==> config.mk <==
export PLATFORM = sky130hd
export DESIGN_NAME = gpsc_port
export DESIGN_NICKNAME = d
export VERILOG_FILES = /design/src/gpsc_pkg.sv /design/src/gpsc_pin_sync.sv /design/src/gpsc_port.sv
export VERILOG_INCLUDE_DIRS = /design/src
export SDC_FILE = /design/constraint.sdc
export NUM_CORES = 1
export LEC_CHECK = 0
export BUFFER_PORTS_ARGS = -buffer_cell sky130_fd_sc_hd__buf_2
export CAP_MARGIN = 10
export CORE_ASPECT_RATIO = 1.1
export CORE_UTILIZATION = 45
export CTS_BUF_LIST = sky130_fd_sc_hd__clkbuf_8
export CTS_CLUSTER_SIZE = 24
export DETAILED_ROUTE_END_ITERATION = 6
export GPL_TIMING_DRIVEN = 0
export PLACE_DENSITY = 0.64
export SETUP_SLACK_MARGIN = 0.1
export SLEW_MARGIN = 30
export SYNTH_ARGS = -nofsm -noshare
export SYNTH_HDL_FRONTEND = slang
export SYNTH_SLANG_ARGS = --single-unit
==> constraint.sdc <==
create_clock -name clk_in -period 4.8 [get_ports clk_in]
set_input_delay 1.2 -clock clk_in [delete_from_list [all_inputs] [get_ports clk_in]]
set_output_delay 1.2 -clock clk_in [all_outputs]
set_load 0.02 [all_outputs]
==> src/gpsc_defines.svh <==
`ifndef GPSC_DEFINES_SVH
`define GPSC_DEFINES_SVH

// Register byte offsets (12-bit address space)
`define GPSC_OFS_OUT 12'h504
`define GPSC_OFS_OUT_SET 12'h508
`define GPSC_OFS_OUT_CLR 12'h50C
`define GPSC_OFS_IN 12'h510
`define GPSC_OFS_DIR 12'h514
`define GPSC_OFS_DIR_SET 12'h518
`define GPSC_OFS_DIR_CLR 12'h51C
`define GPSC_OFS_MATCH 12'h520
`define GPSC_OFS_WAKE_SEL 12'h524
`define GPSC_OFS_SENSE_LO 12'h600
`define GPSC_OFS_SENSE_HI 12'h604
`define GPSC_OFS_IRQ_STAT 12'h608
`define GPSC_OFS_IRQ_MASK 12'h60C

// Reset values
`define GPSC_RST_WORD 32'h0000_0000

// Sense field encodings, two bits per pin
`define GPSC_SENSE_OFF 2'h0
`define GPSC_SENSE_HIGH 2'h2
`define GPSC_SENSE_LOW 2'h3

// Interrupt status bit positions
`define GPSC_IRQ_BIT_MATCH 0
`define GPSC_IRQ_BIT_WAKE 1

`endif

==> src/gpsc_pkg.sv <==
package gpsc_pkg;

  // Register bus request from software
  typedef struct packed {
    logic [11:0] addr;
    logic [31:0] wdata;
    logic wr;
    logic rd;
  } gpsc_bus_req_s;

  // Decoded register selector
  typedef enum logic [3:0] {
    GPSC_REG_NONE = 4'h0,
    GPSC_REG_OUT = 4'h1,
    GPSC_REG_OUT_SET = 4'h2,
    GPSC_REG_OUT_CLR = 4'h3,
    GPSC_REG_IN = 4'h4,
    GPSC_REG_DIR = 4'h5,
    GPSC_REG_DIR_SET = 4'h6,
    GPSC_REG_DIR_CLR = 4'h7,
    GPSC_REG_MATCH = 4'h8,
    GPSC_REG_WAKE_SEL = 4'h9,
    GPSC_REG_SENSE_LO = 4'hA,
    GPSC_REG_SENSE_HI = 4'hB,
    GPSC_REG_IRQ_STAT = 4'hC,
    GPSC_REG_IRQ_MASK = 4'hD
  } gpsc_reg_e;

endpackage

==> src/gpsc_pin_sync.sv <==
`timescale 1ns/10ps
`include "gpsc_defines.svh"

// Two-stage synchroniser for the asynchronous pin levels
module gpsc_pin_sync #(
  parameter int WIDTH = 32
) (
  input wire logic clk_in,
  input wire logic reset_n_in,
  input wire logic [WIDTH-1:0] async_in,
  output logic [WIDTH-1:0] sync_out
);

  logic [WIDTH-1:0] meta_q;

  // First stage feeds only the second stage
  always_ff @(posedge clk_in or negedge reset_n_in) begin
    if (!reset_n_in) begin
      meta_q <= '0;
      sync_out <= '0;
    end else begin
      meta_q <= async_in;
      sync_out <= meta_q;
    end
  end

endmodule

==> src/gpsc_port.sv <==
// Implementation choice: the address-and-strobe port.
`timescale 1ns/10ps
`include "gpsc_defines.svh"

// Contract
// - A one written to the output-clear alias drives that pin's output value low; zeros do nothing.
// - Reading the output-clear alias returns the output value register.
// - The input register is read-only and shows the sampled level of all 32 pins.
// - The direction register is read-write, one means output, and it resets to zero.
// - A one written to the direction-set alias makes that pin an output; zeros do nothing.
// - A one written to the direction-clear alias makes that pin an input; zeros do nothing.
// - Reading either direction alias returns the direction register.
// - A pin's sense-match bit is set whenever the pin meets its selected sense level.
// - With the wake source select at zero, wake-detect follows the live per-pin detects.
// - With the wake source select at one, wake-detect follows the held signal instead.
module gpsc_port #(
  parameter int PINS = 32
) (
  input wire logic clk_in,
  input wire logic reset_n_in,
  input wire logic [11:0] addr_in,
  input wire logic [31:0] wdata_in,
  input wire logic wr_in,
  input wire logic rd_in,
  output logic [31:0] rdata_out,
  input wire logic [PINS-1:0] pin_in,
  output logic [PINS-1:0] pin_out,
  output logic [PINS-1:0] pin_oe_out,
  output logic wake_detect_out,
  output logic irq_out
);

  // Latency: a pin change reaches the input register after two edges,
  // the record and the wake output after three; read data follow the
  // strobe by one edge and fall back to zero after it, so software
  // never sees a stale word on an idle bus.

  // Bus request and decode
  gpsc_pkg::gpsc_bus_req_s req;
  gpsc_pkg::gpsc_reg_e sel;

  // Synchronised pins and port registers
  logic [PINS-1:0] pin_sync;
  logic [PINS-1:0] out_q;
  logic [PINS-1:0] dir_q;

  // Sense configuration, record and live detects
  logic [PINS-1:0] match_q;
  logic [PINS-1:0] match_d;
  logic [PINS-1:0] live_detect;
  logic [2*PINS-1:0] sense_q;

  // Wake source and output
  logic wake_sel_q;
  logic wake_d;
  logic wake_prev_q;

  // Interrupt status, mask and events
  logic [1:0] irq_stat_q;
  logic [1:0] irq_mask_q;
  logic [1:0] irq_event;

  // Read path
  logic [31:0] rdata_d;

  // Address decode, shared by write and read paths
  function automatic gpsc_pkg::gpsc_reg_e decode(input logic [11:0] a);
    case (a)
      `GPSC_OFS_OUT: decode = gpsc_pkg::GPSC_REG_OUT;
      `GPSC_OFS_OUT_SET: decode = gpsc_pkg::GPSC_REG_OUT_SET;
      `GPSC_OFS_OUT_CLR: decode = gpsc_pkg::GPSC_REG_OUT_CLR;
      `GPSC_OFS_IN: decode = gpsc_pkg::GPSC_REG_IN;
      `GPSC_OFS_DIR: decode = gpsc_pkg::GPSC_REG_DIR;
      `GPSC_OFS_DIR_SET: decode = gpsc_pkg::GPSC_REG_DIR_SET;
      `GPSC_OFS_DIR_CLR: decode = gpsc_pkg::GPSC_REG_DIR_CLR;
      `GPSC_OFS_MATCH: decode = gpsc_pkg::GPSC_REG_MATCH;
      `GPSC_OFS_WAKE_SEL: decode = gpsc_pkg::GPSC_REG_WAKE_SEL;
      `GPSC_OFS_SENSE_LO: decode = gpsc_pkg::GPSC_REG_SENSE_LO;
      `GPSC_OFS_SENSE_HI: decode = gpsc_pkg::GPSC_REG_SENSE_HI;
      `GPSC_OFS_IRQ_STAT: decode = gpsc_pkg::GPSC_REG_IRQ_STAT;
      `GPSC_OFS_IRQ_MASK: decode = gpsc_pkg::GPSC_REG_IRQ_MASK;
      default: decode = gpsc_pkg::GPSC_REG_NONE;
    endcase
  endfunction

  // Zero-extend a per-pin vector to a bus word, so a narrower port reads clean
  function automatic logic [31:0] to_word(input logic [PINS-1:0] v);
    to_word = '0;
    to_word[PINS-1:0] = v;
  endfunction

  // Bundle bus inputs
  assign req.addr = addr_in;
  assign req.wdata = wdata_in;
  assign req.wr = wr_in;
  assign req.rd = rd_in;
  assign sel = decode(req.addr);

  // Pins are asynchronous to clk_in
  // Two flops cost two cycles but keep metastable levels out of the record
  gpsc_pin_sync #(
    .WIDTH(PINS)
  ) u_sync (
    .clk_in(clk_in),
    .reset_n_in(reset_n_in),
    .async_in(pin_in),
    .sync_out(pin_sync)
  );

  // Per-pin level criterion from the two-bit sense field
  // Field value 1 is reserved and treated as off
  genvar gi;
  generate
    for (gi = 0; gi < PINS; gi++) begin : g_sense
      always_comb begin
        case (sense_q[2*gi +: 2])
          `GPSC_SENSE_HIGH: live_detect[gi] = pin_sync[gi];
          `GPSC_SENSE_LOW: live_detect[gi] = ~pin_sync[gi];
          default: live_detect[gi] = 1'b0;
        endcase
      end
    end
  endgenerate

  // Output value register with set and clear aliases
  always_ff @(posedge clk_in or negedge reset_n_in) begin
    if (!reset_n_in) begin
      out_q <= '0;
    end else if (req.wr) begin
      case (sel)
        gpsc_pkg::GPSC_REG_OUT: out_q <= req.wdata[PINS-1:0];
        gpsc_pkg::GPSC_REG_OUT_SET: out_q <= out_q | req.wdata[PINS-1:0];
        gpsc_pkg::GPSC_REG_OUT_CLR: out_q <= out_q & ~req.wdata[PINS-1:0];
        default: out_q <= out_q;
      endcase
    end
  end

  // Direction register, shared by plain write and both aliases
  always_ff @(posedge clk_in or negedge reset_n_in) begin
    if (!reset_n_in) begin
      dir_q <= '0;
    end else if (req.wr) begin
      case (sel)
        gpsc_pkg::GPSC_REG_DIR: dir_q <= req.wdata[PINS-1:0];
        gpsc_pkg::GPSC_REG_DIR_SET: dir_q <= dir_q | req.wdata[PINS-1:0];
        gpsc_pkg::GPSC_REG_DIR_CLR: dir_q <= dir_q & ~req.wdata[PINS-1:0];
        default: dir_q <= dir_q;
      endcase
    end
  end

  // Sense configuration, two words of two-bit fields
  // Word split is fixed at bit 32, so PINS must stay 32
  always_ff @(posedge clk_in or negedge reset_n_in) begin
    if (!reset_n_in) begin
      sense_q <= '0;
    end else if (req.wr && sel == gpsc_pkg::GPSC_REG_SENSE_LO) begin
      sense_q[31:0] <= req.wdata;
    end else if (req.wr && sel == gpsc_pkg::GPSC_REG_SENSE_HI) begin
      sense_q[63:32] <= req.wdata;
    end
  end

  // Sense-match record: a live match wins over a clear in the same cycle
  always_comb begin
    match_d = match_q;
    if (req.wr && sel == gpsc_pkg::GPSC_REG_MATCH) begin
      match_d = match_q & ~req.wdata[PINS-1:0];
    end
    match_d = match_d | live_detect;
  end

  // Record flops
  always_ff @(posedge clk_in or negedge reset_n_in) begin
    if (!reset_n_in) begin
      match_q <= '0;
    end else begin
      match_q <= match_d;
    end
  end

  // Wake source select
  always_ff @(posedge clk_in or negedge reset_n_in) begin
    if (!reset_n_in) begin
      wake_sel_q <= 1'b0;
    end else if (req.wr && sel == gpsc_pkg::GPSC_REG_WAKE_SEL) begin
      wake_sel_q <= req.wdata[0];
    end
  end

  // Held mode reads the record, so it stays up until every bit is cleared
  always_comb begin
    if (wake_sel_q) begin
      wake_d = |match_d;
    end else begin
      wake_d = |live_detect;
    end
  end

  // Wake output straight from a flop
  always_ff @(posedge clk_in or negedge reset_n_in) begin
    if (!reset_n_in) begin
      wake_detect_out <= 1'b0;
    end else begin
      wake_detect_out <= wake_d;
    end
  end

  // Previous wake level; resets to idle so no false edge follows reset
  always_ff @(posedge clk_in or negedge reset_n_in) begin
    if (!reset_n_in) begin
      wake_prev_q <= 1'b0;
    end else begin
      wake_prev_q <= wake_d;
    end
  end

  // Events: a newly set record bit, and a wake rising edge
  // Both use next-state values so status sets on the same edge as the record
  assign irq_event[`GPSC_IRQ_BIT_MATCH] = |(match_d & ~match_q);
  assign irq_event[`GPSC_IRQ_BIT_WAKE] = wake_d & ~wake_prev_q;

  // Sticky status, cleared by read; a new event beats the read
  always_ff @(posedge clk_in or negedge reset_n_in) begin
    if (!reset_n_in) begin
      irq_stat_q <= '0;
    end else if (req.rd && sel == gpsc_pkg::GPSC_REG_IRQ_STAT) begin
      irq_stat_q <= irq_event;
    end else begin
      irq_stat_q <= irq_stat_q | irq_event;
    end
  end

  // Interrupt mask, one bit per event
  always_ff @(posedge clk_in or negedge reset_n_in) begin
    if (!reset_n_in) begin
      irq_mask_q <= '0;
    end else if (req.wr && sel == gpsc_pkg::GPSC_REG_IRQ_MASK) begin
      irq_mask_q <= req.wdata[1:0];
    end
  end

  // Registered interrupt level, one cycle behind the status
  always_ff @(posedge clk_in or negedge reset_n_in) begin
    if (!reset_n_in) begin
      irq_out <= 1'b0;
    end else begin
      irq_out <= |(irq_stat_q & irq_mask_q);
    end
  end

  // Pad value from a flop, one cycle behind the output register
  always_ff @(posedge clk_in or negedge reset_n_in) begin
    if (!reset_n_in) begin
      pin_out <= '0;
    end else begin
      pin_out <= out_q;
    end
  end

  // Pad enable from a flop, high while the pin drives
  always_ff @(posedge clk_in or negedge reset_n_in) begin
    if (!reset_n_in) begin
      pin_oe_out <= '0;
    end else begin
      pin_oe_out <= dir_q;
    end
  end

  // Read mux; unmapped locations read zero, set and clear aliases read their base register
  always_comb begin
    rdata_d = `GPSC_RST_WORD;
    case (sel)
      gpsc_pkg::GPSC_REG_OUT: rdata_d = to_word(out_q);
      gpsc_pkg::GPSC_REG_OUT_SET: rdata_d = to_word(out_q);
      gpsc_pkg::GPSC_REG_OUT_CLR: rdata_d = to_word(out_q);
      gpsc_pkg::GPSC_REG_IN: rdata_d = to_word(pin_sync);
      gpsc_pkg::GPSC_REG_DIR: rdata_d = to_word(dir_q);
      gpsc_pkg::GPSC_REG_DIR_SET: rdata_d = to_word(dir_q);
      gpsc_pkg::GPSC_REG_DIR_CLR: rdata_d = to_word(dir_q);
      gpsc_pkg::GPSC_REG_MATCH: rdata_d = to_word(match_q);
      gpsc_pkg::GPSC_REG_WAKE_SEL: rdata_d = {31'h0000_0000, wake_sel_q};
      gpsc_pkg::GPSC_REG_SENSE_LO: rdata_d = sense_q[31:0];
      gpsc_pkg::GPSC_REG_SENSE_HI: rdata_d = sense_q[63:32];
      gpsc_pkg::GPSC_REG_IRQ_STAT: rdata_d = {30'h0000_0000, irq_stat_q};
      gpsc_pkg::GPSC_REG_IRQ_MASK: rdata_d = {30'h0000_0000, irq_mask_q};
      default: rdata_d = `GPSC_RST_WORD;
    endcase
  end

  // Read data valid only in the cycle after the strobe
  // Zero outside that cycle lets the bus OR several slaves together
  always_ff @(posedge clk_in or negedge reset_n_in) begin
    if (!reset_n_in) begin
      rdata_out <= `GPSC_RST_WORD;
    end else if (req.rd) begin
      rdata_out <= rdata_d;
    end else begin
      rdata_out <= `GPSC_RST_WORD;
    end
  end

endmodule

* Word-level counts from Yosys, hierarchy flattened *
Index checks and enable logic that the tools add are counted.

storage, ports and cells
  register bits after elaboration = 327
  bits of input ports = 80
  word-level logic and storage cells = 208

operators by class
  eq/ne operators = 90
  mux-type cells = 40
  bitwise logic cells = 46
  reductions and logical operators = 17

operators by type and width
  operator                                               number
  one-hot mux 32 bit (9 select lines)                    1
  one-hot mux 32 bit (3 select lines)                    2
  equality test 12 x 11 -> 1 bit, second input constant  13
  bitwise AND 32 bit                                     4
  equality test 2 bit, second input constant             64
  OR 32 bit                                              3
  OR reduction 32 bit                                    3
  two-way mux 32 bit                                     2
  NOT 32 bit                                             2
  one-hot mux 1 bit (2 select lines)                     32
  one-hot mux 4 bit (13 select lines)                    1
  NOT 1 bit                                              34
  equality test 4 bit, second input constant             6
  equality test 4 x 3 -> 1 bit, second input constant    4
  equality test 4 x 2 -> 1 bit, second input constant    2
  logical AND 1 bit                                      6
  AND reduction 2 bit                                    3
  nonzero test 3 bit                                     2
  OR reduction 3 bit                                     2
  equality test 4 x 1 -> 1 bit, second input constant    1
  bitwise AND 2 bit                                      1
  two-way mux 2 bit                                      1
  OR 2 bit                                               1
  OR reduction 2 bit                                     1
  other kinds (2)                                        2

* Depth between registers and ports, before layout *
Gate-level depths: netlist of run 1.

  depth in word-level cells = 11
  gate-level depth with buffers = 12
  gate-level depth less buffers = 7

* Hierarchy *
Synthesis of run 1 repeated with hierarchy kept, for this count alone.

unflattened totals
  cell total of the unflattened synthesis = 1184
  area total of the unflattened synthesis = 13304.0 um^2

modules (own cells, without submodules)
  module         times used  cells each  area each (um^2)  seq. area each (um^2)
  gpsc_port      1           1120        11702.5           6581.3
  gpsc_pin_sync  1           64          1601.5            1601.5

* Worst setup path after synthesis of run 1 *
Ideal clock, no wire load.

  path kind = input port to flip-flop
  start = input port addr_in[7]
  end = register irq_stat_q[1]
  setup time = 0.133 ns
  arrival time = 3.670 ns
  path slack = 0.997 ns
  stages = 8
  path buffers = 1
  cell sequence = or4_1 > buf_2 > nor4_4 > a31oi_1 > or4_1 > or4b_1 > nor4_2 > o31ai_1

on the way
  word-level cells in the longest chain between the ends = 11

RTL lines
  what                                     RTL line          source
  start, declared                          gpsc_port.sv:21   input wire logic [11:0] addr_in,
  equality test 12 x 11 -> 1 bit           gpsc_port.sv:68   case (a)
  one-hot mux 4 bit (13 select lines) (*)  gpsc_port.sv:68
  equality test 4 bit (*)                  gpsc_port.sv:168  if (req.wr && sel == gpsc_pkg::GPSC_REG_MATCH) begin
  logical AND 1 bit (*)                    gpsc_port.sv:168
  two-way mux 32 bit (*)                   gpsc_port.sv:168
  OR 32 bit (*)                            gpsc_port.sv:171  match_d = match_d | live_detect;
  via match_d[2]                           gpsc_port.sv:49   logic [PINS-1:0] match_d;
  OR reduction 32 bit (*)                  gpsc_port.sv:195  wake_d = |match_d;
  two-way mux 1 bit (*)                    gpsc_port.sv:194  if (wake_sel_q) begin
  bitwise AND 1 bit (*)                    gpsc_port.sv:222  assign irq_event[`GPSC_IRQ_BIT_WAKE] = wake_d & ~wake_prev_q;
  OR 2 bit                                 gpsc_port.sv:231  irq_stat_q <= irq_stat_q | irq_event;
  two-way mux 2 bit (*)                    gpsc_port.sv:228  end else if (req.rd && sel == gpsc_pkg::GPSC_REG_IRQ_STAT) begin
  end signal, assigned                     gpsc_port.sv:229  irq_stat_q <= irq_event;
  end signal, assigned                     gpsc_port.sv:231
  end, declared                            gpsc_port.sv:59   logic [1:0] irq_stat_q;

Mark *: on every way through the listed nets, which the timed path passes. The rest lies on a longest branch.
A chain may end at the register's enable or synchronous reset.

* Worst setup path after layout of run 1 *
  start = input port addr_in[7]
  end = register irq_stat_q[1]

on the way
  word-level cells in the longest chain between the ends = 11

RTL lines
  what                                     RTL line
  equality test 12 x 11 -> 1 bit           gpsc_port.sv:68
  one-hot mux 4 bit (13 select lines) (*)  gpsc_port.sv:68
  equality test 4 bit                      gpsc_port.sv:168
  logical AND 1 bit                        gpsc_port.sv:168
  two-way mux 32 bit                       gpsc_port.sv:168
  OR 32 bit                                gpsc_port.sv:171
  OR reduction 32 bit                      gpsc_port.sv:195
  two-way mux 1 bit                        gpsc_port.sv:194
  bitwise AND 1 bit                        gpsc_port.sv:222
  OR 2 bit                                 gpsc_port.sv:231
  two-way mux 2 bit (*)                    gpsc_port.sv:228

Mark *: on every way between the ends. The rest lies on a longest branch, timed or not.

==> reports/results.ini, run 1 <==
[status]
status=finished clean

[grt]
grt_max_degree=88
grt_pass1_wl_um=62910
antenna_found_initial=0
overflow=0
grt_pass1_vias=10110
grt_usage_pct=28.87

[synth]
synth_top_area_share_pct=62.21
synth.distinct_cells=49
synth-edff-count=0
async_flop_share_pct=100.0
synth.area.top_cells=dfrtp_1, mux2_2, a21oi_1
netlist_area_mm2=0.01315
synth_seq_area_share_pct=62.21
syn-num-nets=1173
synth_flop_cell=dfrtp_1
syn_inst=1093
ys_warn_count=0
synth_seq_cells=327
synth.largest_area_cell=dfrtp_1
synth_area_per_cell_um2=12.03

[sta]
final.setup_skew_ns=0.01308
setup_viol=0
fmax_mhz=222.6
period_minus_slack_ns=4.493
rsz0062_at_grt=no
fin_crit_sh_pct=93.60
worst_pin_slew_ns=1.035
relSlewSlack_pct=30.97
hold_viol=0
drv_slew=0

[worst_setup_path]
cp_top_family=simple AND/OR/NAND/NOR gates
path_cells=buf_2, or4_1, buf_2, nor4_4, clkbuf_1, clkbuf_1, nand2_1, a21boi_0, nand4_1, nor4_2, o31ai_1
critPathSlowestCell=nor4_4
r2r_slack_ns=2.09
cp.required_ns=5.26
criticalPathCategory=input port to flip-flop
crit_path_end_kind=flip-flop
max_stage_delay_ns=0.67
crit_buf_inv=4
start_kind=input port
critPathMaxFanout=10
cp.arrival_ns=4.95

[pwr]
peakVddDrop_uv=246.9
powerDensity_mw_per_mm2=362.8
p_sw_share_pct=22.88
cellLeakagePower_nw=7.393
seqPwrFrac_pct=49.3
p_int_mw=4.414
power_mw=5.724
p_switching_mw=1.310
combPwrFrac_pct=3.7
p_clk_share_pct=47.0

[flow_run]
cap_violations=0

[die]
dieArea_mm2=0.02992
die_w_um=165.0
rows=65
initial_core_util_pct=45.82
die_h_um=181.3
io_pins=178
core-area_mm2=0.02871

[cells_and_area]
drive_gt1_share_pct=26.14
final_area_mm2=0.01578
area_delta_synth_final_pct=19.93
fin_nets=1403
diodes=0

[placed_design]
io_buffers=171
dp_hpwl_um=30510
place.gp.congestion=0.9325
dpl-instance-area_mm2=0.01457

[clock_tree]
path_clk_slew_ns=0.06
postCtsResizedCells=0
numCtsBuffers=53
post-cts-setup-buffers=0
cts.sinks=327
cts_tree=yes
cts_root_buffer=clkbuf_8
cts_buffer_depth=3
postCtsHoldBufs=0
insertion_delay_ns=0.60
h-tree-depth=2

[drt]
drt_iter0_drc=1045
avgRoutedWirePerCell_um=24.28
vias=10110
via_per_inst=5.842
drt_wl_total_um=42000
drt_pass1_iterations=7
ant_nets=0
drc=0

[worst_hold_path]
holdCritPathClass=flip-flop to flip-flop

[cells by family after synthesis]
family / count (synthesis) / synth area share, %
buffers and inverters: 72 / 2.093
muxes: 114 / 9.465
xor gates and xnor gates: 32 / 2.131
and+or+nand+nor: 258 / 9.274
AOI/OAI and AO/OA: 290 / 14.83
DFF: 327 / 62.21
[final timing paths]
path	startpoint	to	cells after the start
setup / recovery	addr_in[7]	irq_stat_q[1]$_DFF_PN0_	11
hold / removal	u_sync.meta_q[24]$_DFF_PN0_	u_sync.sync_out[24]$_DFF_PN0_	0
setup reg to reg	sense_q[6]$_DFFE_PN0P_	irq_stat_q[1]$_DFF_PN0_	7
hold reg to reg	u_sync.meta_q[24]$_DFF_PN0_	u_sync.sync_out[24]$_DFF_PN0_	0
max in group asynchronous	reset_n_in	sense_q[11]$_DFFE_PN0P_	3
min in group asynchronous	reset_n_in	pin_out[31]$_DFF_PN0_	1
[routing by layer]
layer	share of wire, %	wire length (um)	track usage, %
met1	43	18140	41.09
met2	47	19880	45.02
met3	6.9	2879	4.844
met4	2.6	1095	8.917
met5	0	0	0
[worst reg2reg max path: cells and delay by family, from the launching register on]
kind            cells  cell delay, ns
compound gates      2            0.25
xor+xnor            1            0.18
flops               1            0.41
simple gates        4            1.73
[layout by cell type (no fill, tap or decap), types with 21 or more instances in the layout]
cell	count
o22ai_1	28
a21oi_1	107
dfrtp_1	327
nand2_1	95
clkbuf_8	65
a211oi_1	58
nor2_1	84
a22o_1	21
xor2_1	32
clkbuf_1	55
buf_2	175
mux2_2	83
mux2i_1	31
[state kept, by name, indices dropped and copies added, names as in the netlist, 32 cells and up]
signal and count:
rdata_out 32, match_q 32, pin_oe_out 32, out_q 32, u_sync.meta_q 32, u_sync.sync_out 32
pin_out 32, dir_q 32, sense_q 64
[area by class of cell]
cell class / instances / area, um^2
flip-flops and latches: 327 / 8183
multi-input cells: 694 / 4701
clock buffers: 65 / 894.6
well taps: 368 / 460.4
inverters: 7 / 26.28
plain buffers: 65 / 251.5
fillers: 2516 / 12930
repair buffers: 175 / 953.4
clock inverters: 29 / 305.3
[power by group through the flow]
stage / clock network [mW] / registers [mW] / logic (mW)
global route: 2.85 / 2.82 / 0.235
global placement: 0 / 2.87 / 0.198
floorplan: 0 / 2.86 / 0.0677
finish: 2.69 / 2.82 / 0.209
CTS: 2.72 / 2.82 / 0.211
detailed placement: 0 / 2.87 / 0.211
[metrics by stage]
stage	hold WS [ns]	cells	setup TNS, ns	utilization [%]	worst slack, ns
final	0.3390	1730	0	54.95	0.3072
after global routing	0.3447	1730	0	54.95	0.2024
after CTS	0.3410	1730	0	54.94	0.3873
after detailed placement	0.3347	1636	-0.4163	50.76	-0.2250
after global placement	0.3348	1632	-1188.38	50.40	-3.650
after floorplan	0.3312	1093	0	-	0.9967
[synth_stat cells (14+ instances only)]
library cell	instances
a211oi_1	58
a31oi_1	17
mux2i_1	31
clkbuf_1	57
nand4_1	14
dfrtp_1	327
o22ai_1	28
a21oi_1	107
xor2_1	32
a222oi_1	19
nand2_1	95
a22o_1	21
a221oi_1	15
nor2_1	84
mux2_2	83
Power figures use the tool's default switching activity.
==> inputs of run 2 (changes only) <==
- ABC_AREA: not set -> 1
- CORE_UTILIZATION: 45 -> 60
- PLACE_DENSITY: 0.64 -> 0.82
==> reports/results.ini, run 2 <==
[drt]
drc=11
via_per_inst=5.948
drt_wl_total_um=41660
ant_nets=0
avgRoutedWirePerCell_um=21.10
drt_iter0_drc=1268
vias=11740
drt_pass1_iterations=7

[worst_setup_path]
critPathMaxFanout=10
start_kind=input port
crit-reg2reg-capture=wake_prev_q$_DFF_PN0_
cp.arrival_ns=4.18
criticalPathCategory=input port to flip-flop
critPathSlowestCell=nor2_1
worstReg2RegStart=u_sync.sync_out[25]$_DFF_PN0_
cp.required_ns=5.29
path_cells=buf_2, inv_2, nand2_2, nor2_4, nand3_2, nor2_2, a21oi_2, nand3_4, nand2_1, nor2_1, o21ai_1, clkbuf_1, o21ai_0
crit_path_end_kind=flip-flop
r2r_cells=8
max_stage_delay_ns=0.63
r2r_slack_ns=2.54

[synth]
netlist_area_mm2=0.01323
synth_xor_area_share_pct=0
synth_seq_area_share_pct=61.86
synthTopCellsByCount=nand2_1, dfrtp_1, o21ai_0
syn_inst=1413
async_flop_share_pct=100.0
synth_flop_cell=dfrtp_1
synth_top_family_by_area=simple AND/OR/NAND/NOR gates
synth.largest_area_cell=dfrtp_1
synth.most_common_cell=nand2_1
synth-simple-area-share_pct=18.09
synth_seq_cells=327
synth.area.top_cells=dfrtp_1, nand2_1, o21ai_0
synthAdderAreaFrac_pct=0
muxShareOfSynthArea_pct=0
synth.distinct_cells=37
synth_top_area_share_pct=61.86
ys_warn_count=0
synth_area_per_cell_um2=9.361
syn-num-nets=1493
synth-edff-count=0
synth-compound-area-share_pct=14.62

[sta]
period_minus_slack_ns=3.681
setup_viol=0
drv_slew=0
fin_crit_sh_pct=76.69
worst_slack_ns=1.119
fmax_mhz=271.7
finalSetupTns_ns=0
hold_viol=0
relSlewSlack_pct=28.07
final.setup_skew_ns=0.01390
worst_pin_slew_ns=1.079
rsz0062_at_grt=no

[placed_design]
dpl-instance-area_mm2=0.01456
preCtsSetupSlack_ns=0.6875
io_buffers=176
place.gp.congestion=0.9767
dp_hpwl_um=29020
dp.cells=1882

[cells_and_area]
mostFrequentLayoutCells=nand2_1, dfrtp_1, o21ai_0, buf_2, nor2_1
largest_reg_flops=64
top_register=sense_q
final_common_cell=nand2_1
drive_gt1_share_pct=18.35
fin_nets=1725
diodes=0
fin_cells=1974
final_area_mm2=0.01562
area_delta_synth_final_pct=18.11

[pwr]
powerDensity_mw_per_mm2=351.8
p_clk_share_pct=43.3
cellLeakagePower_nw=7.793
seqPwrFrac_pct=52.3
power_mw=5.496
combPwrFrac_pct=4.4
p_sw_share_pct=23.50
p_switching_mw=1.292
peakVddDrop_uv=289.1
p_int_mw=4.205

[status]
status=finished, violations left
violations=design-rule violations

[clock_tree]
postCtsHoldBufs=0
numCtsBuffers=51
cts_root_buffer=clkbuf_8
postCtsResizedCells=0
path_clk_slew_ns=0.06
post-cts-setup-buffers=0
h-tree-depth=2
cts_tree=yes
cts.sinks=327
insertion_delay_ns=0.59
cts_buffer_depth=3

[grt]
grt_max_degree=93
antenna_found_initial=2
grt_pass1_wl_um=63760
overflow=0
grt_usage_pct=38.62
grt_pass1_vias=11640

[die]
die_h_um=157.7
core-area_mm2=0.02144
die_w_um=143.6
rows=56
initial_core_util_pct=61.69
io_pins=178
dieArea_mm2=0.02264

[worst_hold_path]
min_to=u_sync.sync_out[16]$_DFF_PN0_
holdCritPathClass=flip-flop to flip-flop
hold_start=u_sync.meta_q[16]$_DFF_PN0_
min_delay_path_depth=0

[flow_run]
cap_violations=0

[run 2: critical path: cells and delay by family]
family,cells,cell delay (ns)
AO/OA/AOI/OAI,3,0.91
AND/OR/NAND/NOR,7,1.45
buffers and inverters,3,0.60
[run 2: worst max path at each step]
stage	start	endpoint	slack, ns	cells after the start
after floorplan	addr_in[11]	wake_prev_q$_DFF_PN0_	1.87	18
after global placement	reset_n_in	pin_oe_out[18]$_DFF_PN0_	-3.39	1
after detailed placement	addr_in[11]	out_q[10]$_DFFE_PN0P_	0.69	13
after CTS	addr_in[11]	out_q[10]$_DFFE_PN0P_	1.31	13
after global routing	addr_in[6]	out_q[7]$_DFFE_PN0P_	1.08	13
final	addr_in[6]	out_q[27]$_DFFE_PN0P_	1.12	13
[run 2: area by class of cell]
type                       count  area (um^2)
inverter                     121        455.4
tap                          290        362.8
sequential                   327         8183
clock buffer                  64        880.8
multi-input combinational    907         4328
timing repair buffer         179        973.4
clock inverter                28        177.7
fill                        1649         5817
buffer                        58        262.8
[run 2: cells by family after synthesis]
family | Yosys count
AOI/OAI and AO/OA | 335
buffers and inverters | 179
and+or+nand+nor | 572
DFF | 327
[run 2: stage by stage]
step                util (%)  hold WS [ns]
CTS                    72.86        0.3465
finish                 72.87        0.3440
detailed placement     67.93        0.3347
global placement       67.50        0.3313
global route           72.87        0.3547
floorplan                  -        0.3312
[run 2: power groups by stage]
| stage | clock (mW) | combinational (mW) | sequential (mW) |
|---|---|---|---|
| floorplan | 0 | 0.0766 | 2.92 |
| global placement | 0 | 0.225 | 2.92 |
| detailed placement | 0 | 0.240 | 2.92 |
| CTS | 2.40 | 0.242 | 2.87 |
| global route | 2.53 | 0.274 | 2.88 |
| finish | 2.38 | 0.242 | 2.88 |
[run 2: per-layer routing]
layer	global-route usage (%)	vias up	wire (um)
met1	47.33	5619	14890
li1	-	5113	-
met4	23.51	4	2381
met2	60.47	805	19560
met5	0	-	22
met3	11.58	201	4798
